### config.mk
export PLATFORM = sky130hd
export DESIGN_NAME = osdsc_core
export DESIGN_NICKNAME = d
export VERILOG_FILES = /design/src/hw/unused_placeholder_none.v /design/src/hw/osdsc_core.v
export VERILOG_INCLUDE_DIRS = /design/src /design/src/hw
export SDC_FILE = /design/constraint.sdc
export NUM_CORES = 1
export LEC_CHECK = 0
export BUFFER_PORTS_ARGS = -buffer_cell sky130_fd_sc_hd__buf_2
export CORE_MARGIN = 2
export CORE_UTILIZATION = 40
export CTS_BUF_LIST = sky130_fd_sc_hd__clkbuf_8
export DETAILED_ROUTE_END_ITERATION = 10
export PLACE_DENSITY_LB_ADDON = 0.25
export SYNTH_ARGS = -nofsm -noshare
export SYNTH_HDL_FRONTEND = slang
export SYNTH_SLANG_ARGS = --single-unit
export TNS_END_PERCENT = 100
### constraint.sdc
create_clock -name core_clk -period 4.25 [get_ports core_clk]
set_input_delay 0.6375 -clock core_clk [delete_from_list [all_inputs] [get_ports core_clk]]
set_output_delay 0.6375 -clock core_clk [all_outputs]
set_load 0.005 [all_outputs]
### src/hw/osdsc_defines.vh
// constants for the overlay display scroll, sync and configuration block
// assumes a 200 MHz core clock and a 32-bit apb register bus
//
// Functional notes
// (RL1) control write bits 7,3..0 ignored
// (RL2) bit 6 picks horizontal or vertical busy
// (RL3) bit 5 enables scroll area
// (RL4) writing scroll run 1 starts scrolling
// (RL5) scroll busy clears itself on completion
// (RL6) writing 0 terminates scroll as finished
// (RL7) later 0 writes bump first row
// (RL8) hsync delay steps one full character
// (RL9) hsync delay spans 0 to 63 characters
// (RL10) field pulse delay steps twelve clocks
// (RL11) config holds caption mode and blank select
// (RL12) caption mode suppresses underline on attributes
// (RL13) blank select bits or early/sync/late pulses
// (RL14) busy low early by lead time
// (RL15) sync and align bit 7 reads zero
`ifndef OSDSC_DEFINES_VH
`define OSDSC_DEFINES_VH

// ==========================================================
// register indices, byte address is four times the index
`define OSDSC_IDX_CTRL 16'h87f8
`define OSDSC_IDX_STAT 16'h87f9
`define OSDSC_IDX_IRQS 16'h87fa
`define OSDSC_IDX_IRQM 16'h87fb
`define OSDSC_IDX_HSD 16'h87fc
`define OSDSC_IDX_FPA 16'h87fd
`define OSDSC_IDX_CONF 16'h87ff

// ==========================================================
// field positions
`define OSDSC_BIT_HV 6
`define OSDSC_BIT_SCROLL_AREA_ENABLE 5
`define OSDSC_BIT_RUN 4
`define OSDSC_BIT_CAP 7
`define OSDSC_BIT_LATE 6
`define OSDSC_BIT_SYNC 5
`define OSDSC_BIT_EARLY 4
`define OSDSC_IRQ_DONE 0
`define OSDSC_IRQ_FREE 1

// ==========================================================
// reset values
`define OSDSC_RST_CTRL 8'h00
`define OSDSC_RST_DLY 7'h00
`define OSDSC_RST_CONF 8'h00

// ==========================================================
// timing
`define OSDSC_CLK_MHZ 200
`define OSDSC_LEAD_MS 4
`define OSDSC_CHAR_CLKS 4'd12
`define OSDSC_ALIGN_CLKS 4'd12
`define OSDSC_HSD_MAX 7'd63

`endif

### src/hw/unused_placeholder_none.v
`timescale 1ns/1ps

### src/hw/osdsc_core.v
// apb register block for scroll control, sync delays and fast blank
// assumes blank and sync inputs come from pins and pixel data from logic
// on core_clk
//
// The implementer's own choice: register access over APB.
`timescale 1ns/1ps
`include "osdsc_defines.vh"

module osdsc_core
#(
  parameter LEAD_CYC = `OSDSC_LEAD_MS * `OSDSC_CLK_MHZ * 1000,
  parameter SCROLL_FIELDS = 16,
  parameter PULSE_W = 8
)
(
  input wire core_clk,
  input wire rst_n,
  input wire clk_en,
  input wire psel,
  input wire penable,
  input wire pwrite,
  input wire [17:0] paddr,
  input wire [31:0] pwdata,
  output reg [31:0] prdata,
  output wire pready,
  output reg pslverr,
  input wire hsyncIn,
  input wire vsyncIn,
  input wire hBlankIn,
  input wire vBlankIn,
  input wire pixelOn,
  input wire [2:0] pixelRgb,
  input wire serialAttr,
  output reg hsyncOut,
  output reg halfLineFieldPulse,
  output reg [2:0] rgbOut,
  output reg fastBlank,
  output reg underlineEn,
  output reg captionMode,
  output reg scrollAreaEnable,
  output reg [3:0] firstScrollRow,
  output reg busyFlag,
  output wire irq
);

  // ==========================================================
  // helpers

  // delay count in clocks for a field value and a step size
  function [10:0] dlyClks;
    input [6:0] val;
    input [3:0] step;
    begin
      dlyClks = val * step;
    end
  endfunction

  // ==========================================================
  // pin synchronisers

  reg [3:0] sync1_r; // first stage, read by stage two only
  reg [3:0] sync2_r;
  reg [3:0] sync3_r;
  reg [3:0] pinFilt_r; // accepted level per pin
  reg [3:0] pinPrev_r; // last accepted level for edges

  // three flops, level accepted once stages two and three agree
  always @(posedge core_clk or negedge rst_n)
  begin
    if (!rst_n)
    begin
      sync1_r <= 4'h0;
      sync2_r <= 4'h0;
      sync3_r <= 4'h0;
      pinFilt_r <= 4'h0;
      pinPrev_r <= 4'h0;
    end
    else if (clk_en)
    begin
      sync1_r <= {vBlankIn, hBlankIn, vsyncIn, hsyncIn};
      sync2_r <= sync1_r;
      sync3_r <= sync2_r;
      // agreeing stages load the new level, disagreeing ones hold it
      pinFilt_r <= ((sync2_r ~^ sync3_r) & sync2_r) |
                   ((sync2_r ^ sync3_r) & pinFilt_r);
      pinPrev_r <= pinFilt_r;
    end
  end

  wire hsRise = pinFilt_r[0] & ~pinPrev_r[0];
  wire vsRise = pinFilt_r[1] & ~pinPrev_r[1];

  // ==========================================================
  // registers

  reg hvSel_r; // busy source select
  reg [6:0] hsDelay_r; // sync delay field
  reg [6:0] fieldAlign_r; // field align field
  reg [2:0] blankSel_r; // late, sync, early
  reg [1:0] irqStat_r;
  reg [1:0] irqMask_r;
  reg scrollRun_r;
  reg [7:0] fieldCnt_r; // fields left in a running scroll

  wire [15:0] regIdx = paddr[17:2];
  wire wrAcc = psel & penable & pwrite & clk_en;
  wire ctrlWr = wrAcc && (regIdx == `OSDSC_IDX_CTRL);

  // zero wait states, but frozen cycles stall the bus
  assign pready = clk_en;

  // write side of the register file
  always @(posedge core_clk or negedge rst_n)
  begin
    if (!rst_n)
    begin
      hvSel_r <= 1'b0; // control word resets to all zero
      scrollAreaEnable <= 1'b0;
      hsDelay_r <= `OSDSC_RST_DLY;
      fieldAlign_r <= `OSDSC_RST_DLY;
      captionMode <= 1'b0; // general overlay mode after reset
      blankSel_r <= 3'h0;
      irqMask_r <= 2'h0;
    end
    else if (wrAcc)
    begin
      // only bits 6..4 of the control word have any effect
      if (regIdx == `OSDSC_IDX_CTRL)
      begin
        hvSel_r <= pwdata[`OSDSC_BIT_HV]; // (RL2) (RL1)
        scrollAreaEnable <= pwdata[`OSDSC_BIT_SCROLL_AREA_ENABLE]; // (RL3)
      end
      else if (regIdx == `OSDSC_IDX_HSD)
        hsDelay_r <= pwdata[6:0]; // (RL15)
      else if (regIdx == `OSDSC_IDX_FPA)
        fieldAlign_r <= pwdata[6:0]; // (RL15)
      else if (regIdx == `OSDSC_IDX_CONF)
      begin
        captionMode <= pwdata[`OSDSC_BIT_CAP]; // (RL11)
        blankSel_r <= pwdata[`OSDSC_BIT_LATE:`OSDSC_BIT_EARLY]; // (RL11)
      end
      else if (regIdx == `OSDSC_IDX_IRQM)
        irqMask_r <= pwdata[1:0];
    end
  end

  // read data is captured in the setup phase so it leaves a flop
  always @(posedge core_clk or negedge rst_n)
  begin
    if (!rst_n)
    begin
      prdata <= 32'h0;
      pslverr <= 1'b0;
    end
    else if (clk_en && psel && !penable)
    begin
      prdata <= 32'h0;
      pslverr <= 1'b0;
      if (regIdx == `OSDSC_IDX_CTRL)
        prdata <= 32'h0; // write only, reads zero
      else if (regIdx == `OSDSC_IDX_STAT)
        prdata <= {26'h0, busyFlag, scrollRun_r, firstScrollRow} << 2;
      else if (regIdx == `OSDSC_IDX_IRQS)
        prdata <= {30'h0, irqStat_r};
      else if (regIdx == `OSDSC_IDX_IRQM)
        prdata <= {30'h0, irqMask_r};
      else if (regIdx == `OSDSC_IDX_HSD)
        prdata <= {25'h0, hsDelay_r}; // (RL15)
      else if (regIdx == `OSDSC_IDX_FPA)
        prdata <= {25'h0, fieldAlign_r}; // (RL15)
      else if (regIdx == `OSDSC_IDX_CONF)
        prdata <= {24'h0, captionMode, blankSel_r, 4'h0};
      else
        pslverr <= 1'b1; // unmapped index
    end
  end

  // ==========================================================
  // scroll control

  reg scrollDone; // scroll finished by itself this cycle
  always @*
  begin
    scrollDone = scrollRun_r && vsRise && (fieldCnt_r == 8'h1);
  end

  // run flag, field count and first row; a write wins over completion
  always @(posedge core_clk or negedge rst_n)
  begin
    if (!rst_n)
    begin
      scrollRun_r <= 1'b0;
      fieldCnt_r <= 8'h0;
      firstScrollRow <= 4'h0;
    end
    else if (clk_en)
    begin
      if (ctrlWr && pwdata[`OSDSC_BIT_RUN])
      begin
        scrollRun_r <= 1'b1; // (RL4)
        fieldCnt_r <= SCROLL_FIELDS[7:0];
      end
      else if (ctrlWr)
      begin
        // stop now as if all lines scrolled, or bump the row again
        scrollRun_r <= 1'b0; // (RL6)
        fieldCnt_r <= 8'h0;
        firstScrollRow <= firstScrollRow + 4'h1; // (RL6) (RL7)
      end
      else if (scrollRun_r && vsRise)
      begin
        fieldCnt_r <= fieldCnt_r - 8'h1;
        if (scrollDone)
        begin
          scrollRun_r <= 1'b0; // (RL5)
          firstScrollRow <= firstScrollRow + 4'h1;
        end
      end
    end
  end

  // ==========================================================
  // busy flag with lead time

  reg [31:0] elapsed_r; // clocks inside the current window
  reg [31:0] lastLen_r; // length of the previous window
  reg winPrev_r;
  wire inWin = hvSel_r ? pinFilt_r[3] : pinFilt_r[2]; // (RL2)
  // free only while a full lead time remains; unknown length keeps busy
  wire accessOk = inWin && ((elapsed_r + LEAD_CYC) < lastLen_r); // (RL14)

  // window timer; the length is learnt from the window before
  always @(posedge core_clk or negedge rst_n)
  begin
    if (!rst_n)
    begin
      elapsed_r <= 32'h0;
      lastLen_r <= 32'h0;
      winPrev_r <= 1'b0;
      busyFlag <= 1'b1;
    end
    else if (clk_en)
    begin
      winPrev_r <= inWin;
      busyFlag <= ~accessOk; // (RL14)
      if (inWin)
        elapsed_r <= elapsed_r + 32'h1;
      else
        elapsed_r <= 32'h0;
      if (winPrev_r && !inWin)
        lastLen_r <= elapsed_r;
    end
  end

  // ==========================================================
  // interrupts: sticky, write one to clear, set wins

  wire freeRise = accessOk & busyFlag;
  wire [1:0] irqSet = {freeRise, scrollDone};
  wire [1:0] irqClr = (wrAcc && regIdx == `OSDSC_IDX_IRQS) ?
                      pwdata[1:0] : 2'h0;

  always @(posedge core_clk or negedge rst_n)
  begin
    if (!rst_n)
      irqStat_r <= 2'h0;
    else if (clk_en)
      irqStat_r <= (irqStat_r & ~irqClr) | irqSet;
  end

  assign irq = |(irqStat_r & irqMask_r);

  // ==========================================================
  // delayed sync pulses

  reg [6:0] hsClamp; // delay held within the supported range
  always @*
  begin
    hsClamp = (hsDelay_r > `OSDSC_HSD_MAX) ? `OSDSC_HSD_MAX : hsDelay_r;
  end

  wire [10:0] hsLoad = dlyClks(hsClamp, `OSDSC_CHAR_CLKS); // (RL8) (RL9)
  wire [10:0] fpLoad = dlyClks(fieldAlign_r, `OSDSC_ALIGN_CLKS); // (RL10)

  reg [10:0] hsDly_r;
  reg [10:0] fpDly_r;
  reg [7:0] hsWid_r;
  reg [7:0] fpWid_r;
  reg hsPend_r;
  reg fpPend_r;

  // each hsync rising edge loads both delays, then a fixed width pulse follows;
  // a new edge during the wait restarts it rather than queueing
  always @(posedge core_clk or negedge rst_n)
  begin
    if (!rst_n)
    begin
      hsDly_r <= 11'h0;
      fpDly_r <= 11'h0;
      hsWid_r <= 8'h0;
      fpWid_r <= 8'h0;
      hsPend_r <= 1'b0;
      fpPend_r <= 1'b0;
      hsyncOut <= 1'b0;
      halfLineFieldPulse <= 1'b0;
    end
    else if (clk_en)
    begin
      hsyncOut <= (hsWid_r != 8'h0);
      halfLineFieldPulse <= (fpWid_r != 8'h0);
      if (hsRise)
      begin
        hsDly_r <= hsLoad; // (RL8)
        hsPend_r <= 1'b1;
      end
      else if (hsPend_r && hsDly_r == 11'h0)
      begin
        hsPend_r <= 1'b0;
        hsWid_r <= PULSE_W[7:0];
      end
      else
      begin
        if (hsPend_r)
          hsDly_r <= hsDly_r - 11'h1;
        if (hsWid_r != 8'h0)
          hsWid_r <= hsWid_r - 8'h1;
      end
      if (hsRise)
      begin
        fpDly_r <= fpLoad; // (RL10)
        fpPend_r <= 1'b1;
      end
      else if (fpPend_r && fpDly_r == 11'h0)
      begin
        fpPend_r <= 1'b0;
        fpWid_r <= PULSE_W[7:0];
      end
      else
      begin
        if (fpPend_r)
          fpDly_r <= fpDly_r - 11'h1;
        if (fpWid_r != 8'h0)
          fpWid_r <= fpWid_r - 8'h1;
      end
    end
  end

  // ==========================================================
  // colour, fast blank and underline

  reg pixD1_r; // pixel active one clock ago
  reg pixD2_r; // pixel active two clocks ago
  reg [2:0] rgbD1_r; // colour one clock ago

  // colour leaves two clocks late so blank can lead it by one pixel
  always @(posedge core_clk or negedge rst_n)
  begin
    if (!rst_n)
    begin
      pixD1_r <= 1'b0;
      pixD2_r <= 1'b0;
      rgbD1_r <= 3'h0;
      rgbOut <= 3'h0;
      fastBlank <= 1'b0;
      underlineEn <= 1'b1;
    end
    else if (clk_en)
    begin
      pixD1_r <= pixelOn;
      pixD2_r <= pixD1_r;
      rgbD1_r <= pixelRgb;
      rgbOut <= rgbD1_r; // (RL13)
      // all zero leaves blank off; set bits are ored together
      fastBlank <= (blankSel_r[0] & pixelOn) |
                   (blankSel_r[1] & pixD1_r) |
                   (blankSel_r[2] & pixD2_r); // (RL13)
      underlineEn <= ~(captionMode & serialAttr); // (RL12)
    end
  end

endmodule

==> impl_results.md, run 1 <==
* Pin count of the biggest net entering global routing at 100
* Highest clock rate at 0.273 GHz
* Critical Path Start Type: flip-flop
* Area added between synthesis and finish at 9.31%
* CTS tree: done
* Layout cells sized above 1 at 0.190
* GPL Wtd Cong at 0.834
* Number of max-cap violations at 0
* Number of flops mapped to enable cells by yosys at 0
* Avg Vias per Cell at 5.27
* Post-CTS Hold Fix Bufs at 0
* DR WL/cell at 15.1 um
* # diodes at 0
* Least-Margin Pin Slew at 1.07 ns
* DP HPWL at 16.0 mm
* Post-Syn Area per Cell at 9.73 um^2
* Arr. time, crit path at 4.03 ns
* H-tree depth at 4
* Peak supply drop at 0.000209 V
* Ys Warns at 0
* CTS Buf Count at 17
* WP buf/inv at 1
* Worst rel slew slack at 0.282
* FP Rows at 59
* Dominant register cell in the synthesized netlist: dfrtp_1
* Multi-input gate area at 0.00544 mm^2
* I/O pins at 114
* Post-cts repair resize count at 0
* Cell leakage power at 0.00530 uW
* Post-synthesis cell count at 1077
* GRT Util Overall at 0.163
* Vias in the first global route at 7482
* CP max FO at 6
* DR iter-0 viols at 335
* CTS root buffer: clkbuf_8
* CP Capture Type: flip-flop
* Max-slew violations at 0
* Pwr dens at 389 mW/mm^2
* Routed Antenna Nets at 0
* Setup tns final at 0 ns
* Mapped Area at 0.0105 mm^2
* Initial Utilization at 0.405
* Unrepaired setup endpoints after global routing: no
* Reg-to-reg endpoint: irqStat_r[1]
* DRT Pass-1 Iters at 5
* Sequential cell area at 0.00456 mm^2
* Chip Height at 166 um
* Delay-heaviest family, CP: simple AND/OR/NAND/NOR gates
* Worst Skew at 0.0150 ns
* I/O Buffers at 63
* Core area at 0.0259 mm^2
* Vias at 7801
* Status: complete, no violations
* Clock Latency Late Sink at 0.47 ns
* Total power at 4460 uW
* HP Class: in -> async
* GR Overflow Total at 0
* Nets at 1258
* Critical path cell sequence: ha_1 -> o21ai_1 -> and2_1 -> nor2b_1 -> nor3_1 -> buf_4 -> nand2b_1 -> xnor2_1 -> ha_1 -> nand4_1 -> nor3_1 -> or4b_2 -> a31oi_1 -> nor4_1 -> a22o_1
* Post-synthesis sequential area ratio at 0.435
* Slowest cell on the critical path: or4b_2
* Distinct cells, synth at 75
* R2r worst-path depth at 15
* Clock slew at reported path FFs at 0.10 ns
* Max clock buf depth at 2
* Fillers at 2508
* Final Hold Fails at 0
* Post-CTS Setup Repair Bufs at 0
* Final Critical Period at 3.66 ns
* Die area at 0.0275 mm^2
* Detailed Route WL at 22.3 mm
* CTS sink count at 182
* Global-route wire length before repair at 37.3 mm
* Critical Path RT at 4.61 ns
* Die W at 166 um
* Worst reg2reg startpoint: elapsed_r[8]
* # setup viols final at 0
* Synth Register Bits at 182
* Ys async rst share at 1.00
* DRC at 0
* Antenna violations before repair at 0
* Final Cycle Share at 0.862
* WS Path Type: reg -> reg
* Worst Setup SP: elapsed_r[8]
* Reg-to-reg slack, setup at 0.59 ns
* Critical path's largest stage delay at 0.61 ns
## worst max-delay path by stage
stage | end | slack (ns) | depth (start not counted)
2_1_floorplan | irqStat_r[1] | 0.86 | 14
3_3_place_gp | irqStat_r[1] | 0.69 | 15
3_5_place_dp | irqStat_r[1] | 0.60 | 15
4_1_cts | irqStat_r[1] | 0.56 | 15
5_1_grt | irqStat_r[1] | 0.27 | 14
6_report | irqStat_r[1] | 0.59 | 15
## kinds of logic (layout without fill, tap and decap cells)
kind of cell               Yosys count  in the layout  synth area share
and+or+nand+nor                    367            367             0.181
adders and majority gates           62             62            0.0754
muxes                               78             78            0.0834
buffers and inverters              126            167            0.0560
AOI/OAI and AO/OA                  201            201             0.119
xor gates and xnor gates            60             60            0.0501
other                                1             27          0.000358
DFF                                182            182             0.435
## metal layers
layer,vias up,GRT usage,wire (um)
met1,3804,0.230,11200
met3,26,0.0253,805
met5,-,0,0
met2,152,0.255,9830
li1,3819,-,-
met4,0,0.0601,447
## worst register-to-register path: cells and delay by family (launching register included)
| kind | cells | cell delay (ns) |
|---|---|---|
| adders and majority gates | 2 | 0.58 |
| DFF | 1 | 0.45 |
| and+or+nand+nor | 8 | 1.65 |
| AOI/OAI and AO/OA | 3 | 0.62 |
| xor gates and xnor gates | 1 | 0.07 |
| buffers and inverters | 1 | 0.19 |
## flip-flops by register name, indices dropped and copies added, names as in the netlist, 2 cells and up
| name | cells |
|---|---|
| elapsed_r | 32 |
| lastLen_r | 32 |
| fpDly_r | 11 |
| hsDly_r | 11 |
| fieldCnt_r | 8 |
| fpWid_r | 8 |
| hsWid_r | 8 |
| prdata | 8 |
| fieldAlign_r | 7 |
| hsDelay_r | 7 |
| firstScrollRow | 4 |
| pinFilt_r | 4 |
| sync1_r | 4 |
| sync2_r | 4 |
| sync3_r | 4 |
| blankSel_r | 3 |
| rgbD1_r | 3 |
| rgbOut | 3 |
| irqMask_r | 2 |
| irqStat_r | 2 |
| pinPrev_r | 2 |
## area by class of cell
type                    count  share of cell area
flip-flops and latches    182               0.398
multi-input cells         795               0.475
clock buffers              17              0.0204
well taps                 335              0.0366
clock inverters            15              0.0142
repair buffers             77              0.0375
inverters                  58              0.0190
## power by group
part,switching [uW],internal [uW],total [uW]
Clock,694,490,1180
Combinational,648,447,1090
Sequential,217,1970,2180
Total,1560,2900,4460
## per-stage QoR
| step | std cells | util | hold WS (ns) | setup WS, ns | instance area, um^2 |
|---|---|---|---|---|---|
| 6_report | 1479 | 0.442 | 0.239 | 0.586 | 11500 |
| 5_1_grt | 1479 | 0.442 | 0.303 | 0.268 | 11500 |
| 4_1_cts | 1479 | 0.442 | 0.279 | 0.555 | 11500 |
| 3_5_place_dp | 1447 | 0.427 | 0.467 | 0.597 | 11100 |
| 3_3_place_gp | 1447 | 0.427 | 0.465 | 0.691 | 11100 |
| 2_1_floorplan | 1103 | - | 0.342 | 0.859 | 10600 |
## cell usage in the layout, fill, tap and decap left out, types with 19 or more instances in the layout
cell / Yosys / routed
dfrtp_1: 180 / 180
mux2_2: 75 / 75
xor2_1: 29 / 29
nand2_1: 87 / 87
ha_1: 60 / 60
a21oi_1: 44 / 44
inv_1: 58 / 59
o21ai_0: 71 / 71
nor2_1: 118 / 118
conb_1: 1 / 27
xnor2_1: 31 / 31
buf_2: 10 / 62
nor3_1: 19 / 19
nand3_1: 22 / 22
## synth_stat cells (5+ instances only)
library cell | number | share of area
nor2b_1 | 12 | 0.0072
inv_1 | 58 | 0.021
dfrtp_1 | 180 | 0.43
nand2_1 | 87 | 0.031
nand2b_1 | 11 | 0.0066
nor4_1 | 9 | 0.0054
a21oi_1 | 44 | 0.021
or2_2 | 10 | 0.0060
buf_4 | 27 | 0.019
clkbuf_1 | 31 | 0.011
and3_1 | 13 | 0.0078
o31ai_1 | 12 | 0.0086
a21o_1 | 10 | 0.0072
a22oi_1 | 5 | 0.0036
nor3_1 | 19 | 0.0091
or3_1 | 6 | 0.0036
o21ai_0 | 71 | 0.034
nand4b_1 | 5 | 0.0042
xnor2_1 | 31 | 0.026
o21ai_1 | 5 | 0.0024
nand3_1 | 22 | 0.011
nor2_1 | 118 | 0.042
nand4_1 | 16 | 0.0095
a22o_1 | 8 | 0.0067
ha_1 | 60 | 0.072
buf_2 | 10 | 0.0048
mux2_2 | 75 | 0.081
xor2_1 | 29 | 0.024
a31oi_1 | 10 | 0.0060
No activity file was read; power rests on OpenSTA's default activity.
==> run 2, diff against run 1 <==
--- a/config.mk
+++ b/config.mk
@@ -6,9 +6,10 @@
 export SDC_FILE = /design/constraint.sdc
 export NUM_CORES = 1
 export LEC_CHECK = 0
+export ABC_CLOCK_PERIOD_IN_PS = 4250
 export BUFFER_PORTS_ARGS = -buffer_cell sky130_fd_sc_hd__buf_2
 export CORE_MARGIN = 2
-export CORE_UTILIZATION = 40
+export CORE_UTILIZATION = 35
 export CTS_BUF_LIST = sky130_fd_sc_hd__clkbuf_8
 export DETAILED_ROUTE_END_ITERATION = 10
 export PLACE_DENSITY_LB_ADDON = 0.25
==> impl_results.md, run 2 (same netlist as run 1, synthesis figures left out) <==
* Reg-to-reg slack, setup at 0.59 ns (about the same)
* M1 wire length at 11.4 mm (+2.0%)
* CP max FO at 6 (unchanged)
* Nets at 1258 (unchanged)
* Clock Latency Late Sink at 0.49 ns (+0.02 ns)
* CTS Buf Count at 17 (unchanged)
* Global-route wire length before repair at 38.7 mm (+3.9%)
* Worst Skew at 0.0196 ns (+0.00463 ns)
* Met3 routed WL at 788 um (-2.1%)
* Avg Vias per Cell at 5.05 (-4.2%)
* DP HPWL at 16.4 mm (+2.3%)
* H-tree depth at 4 (unchanged)
* Status: complete, no violations
* Max-slew violations at 0 (unchanged)
* Final Critical Period at 3.66 ns (+0.000663 ns)
* Worst reg2reg startpoint: elapsed_r[8]
* Arr. time, crit path at 4.05 ns (+0.02 ns)
* Unrepaired setup endpoints after global routing: no
* Routed Antenna Nets at 0 (unchanged)
* Largest registers: elapsed_r: 32 flops, lastLen_r: 32 flops
* HP Class: in -> async
* Vias in the first global route at 7616 (+1.8%)
* Die area at 0.0314 mm^2 (+14%)
* Fin area at 0.0115 mm^2 (+0.51%)
* Commonest non-fill, non-tap cell in the layout: dfrtp_1
* Worst Setup SP: elapsed_r[8]
* Chip Height at 177 um (+6.7%)
* DR iter-0 viols at 480 (+43%)
* Critical Path Start Type: flip-flop
* Multi-input gate area at 0.00544 mm^2 (unchanged)
* Initial Utilization at 0.355 (-0.0499)
* Total power at 4440 uW (-0.41%)
* Post-CTS Hold Fix Bufs at 0 (unchanged)
* Sequential cell area at 0.00456 mm^2 (unchanged)
* CTS root buffer: clkbuf_8
* DRT Pass-1 Iters at 8 (+3)
* Critical path cell sequence: ha_1 -> o21ai_1 -> and2_1 -> nor2b_1 -> nor3_1 -> buf_4 -> nand2b_1 -> xnor2_1 -> ha_1 -> nand4_1 -> nor3_1 -> or4b_2 -> a31oi_1 -> nor4_1 -> a22o_1
* Critical Path RT at 4.63 ns (+0.02 ns)
* Reg-to-reg endpoint: irqStat_r[1]
* Max clock buf depth at 2 (unchanged)
* Post-cts repair resize count at 0 (unchanged)
* Critical path's largest stage delay at 0.62 ns (about the same)
* Layout cells sized above 1 at 0.190 (unchanged)
* Detailed Route WL at 23.0 mm (+3.3%)
* DR WL/cell at 15.0 um (-0.41%)
* # setup viols final at 0 (unchanged)
* Fin Hold WS at 0.185 ns (-0.0542 ns)
* WS Path Type: reg -> reg
* Peak supply drop at 0.000185 V (-12%)
* Worst rel slew slack at 0.285 (+0.00258)
* Commonest non-fill, non-tap cells in the layout: dfrtp_1, nor2_1, nand2_1
* Vias at 7750 (-0.65%)
* CTS tree: done
* DRC at 0 (unchanged)
* GPL Wtd Cong at 0.837 (+0.38%)
* Clock slew at reported path FFs at 0.11 ns (about the same)
* R2r worst-path depth at 15 (unchanged)
* Highest clock rate at 0.273 GHz (about the same)
* WP buf/inv at 1 (unchanged)
* I/O Buffers at 63 (unchanged)
* Final Cycle Share at 0.862 (about the same)
* Area added between synthesis and finish at 9.87%
* Post-Place Cell Area at 0.0111 mm^2 (+0.62%)
* GRT Util Overall at 0.153 (-0.0102)
* Delay-heaviest family, CP: simple AND/OR/NAND/NOR gates
* GR Overflow Total at 0 (unchanged)
* Slowest cell on the critical path: or4b_2
* FP Rows at 63 (+6.8%)
* I/O pins at 114 (unchanged)
* Pwr dens at 386 mW/mm^2 (-0.92%)
* # diodes at 0 (unchanged)
* Fillers at 2976 (+19%)
* Post-CTS Setup Repair Bufs at 0 (unchanged)
* Cell leakage power at 0.00530 uW (about the same)
* Least-Margin Pin Slew at 1.07 ns (-0.00385 ns)
* CTS sink count at 182 (unchanged)
* Final Hold Fails at 0 (unchanged)
* Max Used Layer: met4
* Core area at 0.0296 mm^2 (+14%)
* CP Capture Type: flip-flop
* Number of max-cap violations at 0 (unchanged)
* Pin count of the biggest net entering global routing at 86 (-14%)
* Setup tns final at 0 ns (unchanged)
* WL met2 at 10.5 mm (+6.8%)
* Die W at 177 um (+6.7%)
* Antenna violations before repair at 0 (unchanged)
run 2: layout make-up:
cell class / count / area share
multi-input cells: 795 / 0.472
flip-flops and latches: 182 / 0.396
well taps: 390 / 0.0424
repair buffers: 77 / 0.0373
clock buffers: 18 / 0.0215
inverters: 58 / 0.0189
clock inverters: 14 / 0.0121
run 2: worst max path at each step:
stage	endpoint	cells past startpoint	slack, ns
final	irqStat_r[1]	15	0.59
after CTS	irqStat_r[1]	15	0.54
after detailed placement	irqStat_r[1]	15	0.59
after global routing	irqStat_r[1]	15	0.26
after global placement	irqStat_r[1]	15	0.61
after floorplan	irqStat_r[1]	14	0.86
run 2: where the power goes:
group          switching, uW  total, uW  leakage, uW  internal (uW)
sequential               217       2180      0.00241           1970
clock                    713       1160     0.000197            449
combinational            649       1100      0.00269            448
total                   1580       4440      0.00530           2860
run 2: routing by layer:
layer  track usage  vias to the layer above
met5             0                        -
li1              -                     3838
met4        0.0424                        0
met2         0.244                      134
met1         0.212                     3757
met3        0.0292                       21
run 2: worst reg2reg max path: stages (launching register included):
cell and delay, ns:
dfrtp_1 0.46, ha_1 0.28, o21ai_1 0.21, and2_1 0.23
nor2b_1 0.09, nor3_1 0.16, buf_4 0.19, nand2b_1 0.13
xnor2_1 0.07, ha_1 0.31, nand4_1 0.12, nor3_1 0.17
or4b_2 0.62, a31oi_1 0.17, nor4_1 0.11, a22o_1 0.25
run 2: through the flow:
stage	setup slack [ns]	utilization	std cells
5_1_grt	0.259	0.390	1534
2_1_floorplan	0.859	-	1103
4_1_cts	0.544	0.390	1534
3_3_place_gp	0.606	0.377	1502
6_report	0.586	0.390	1534
3_5_place_dp	0.592	0.377	1502
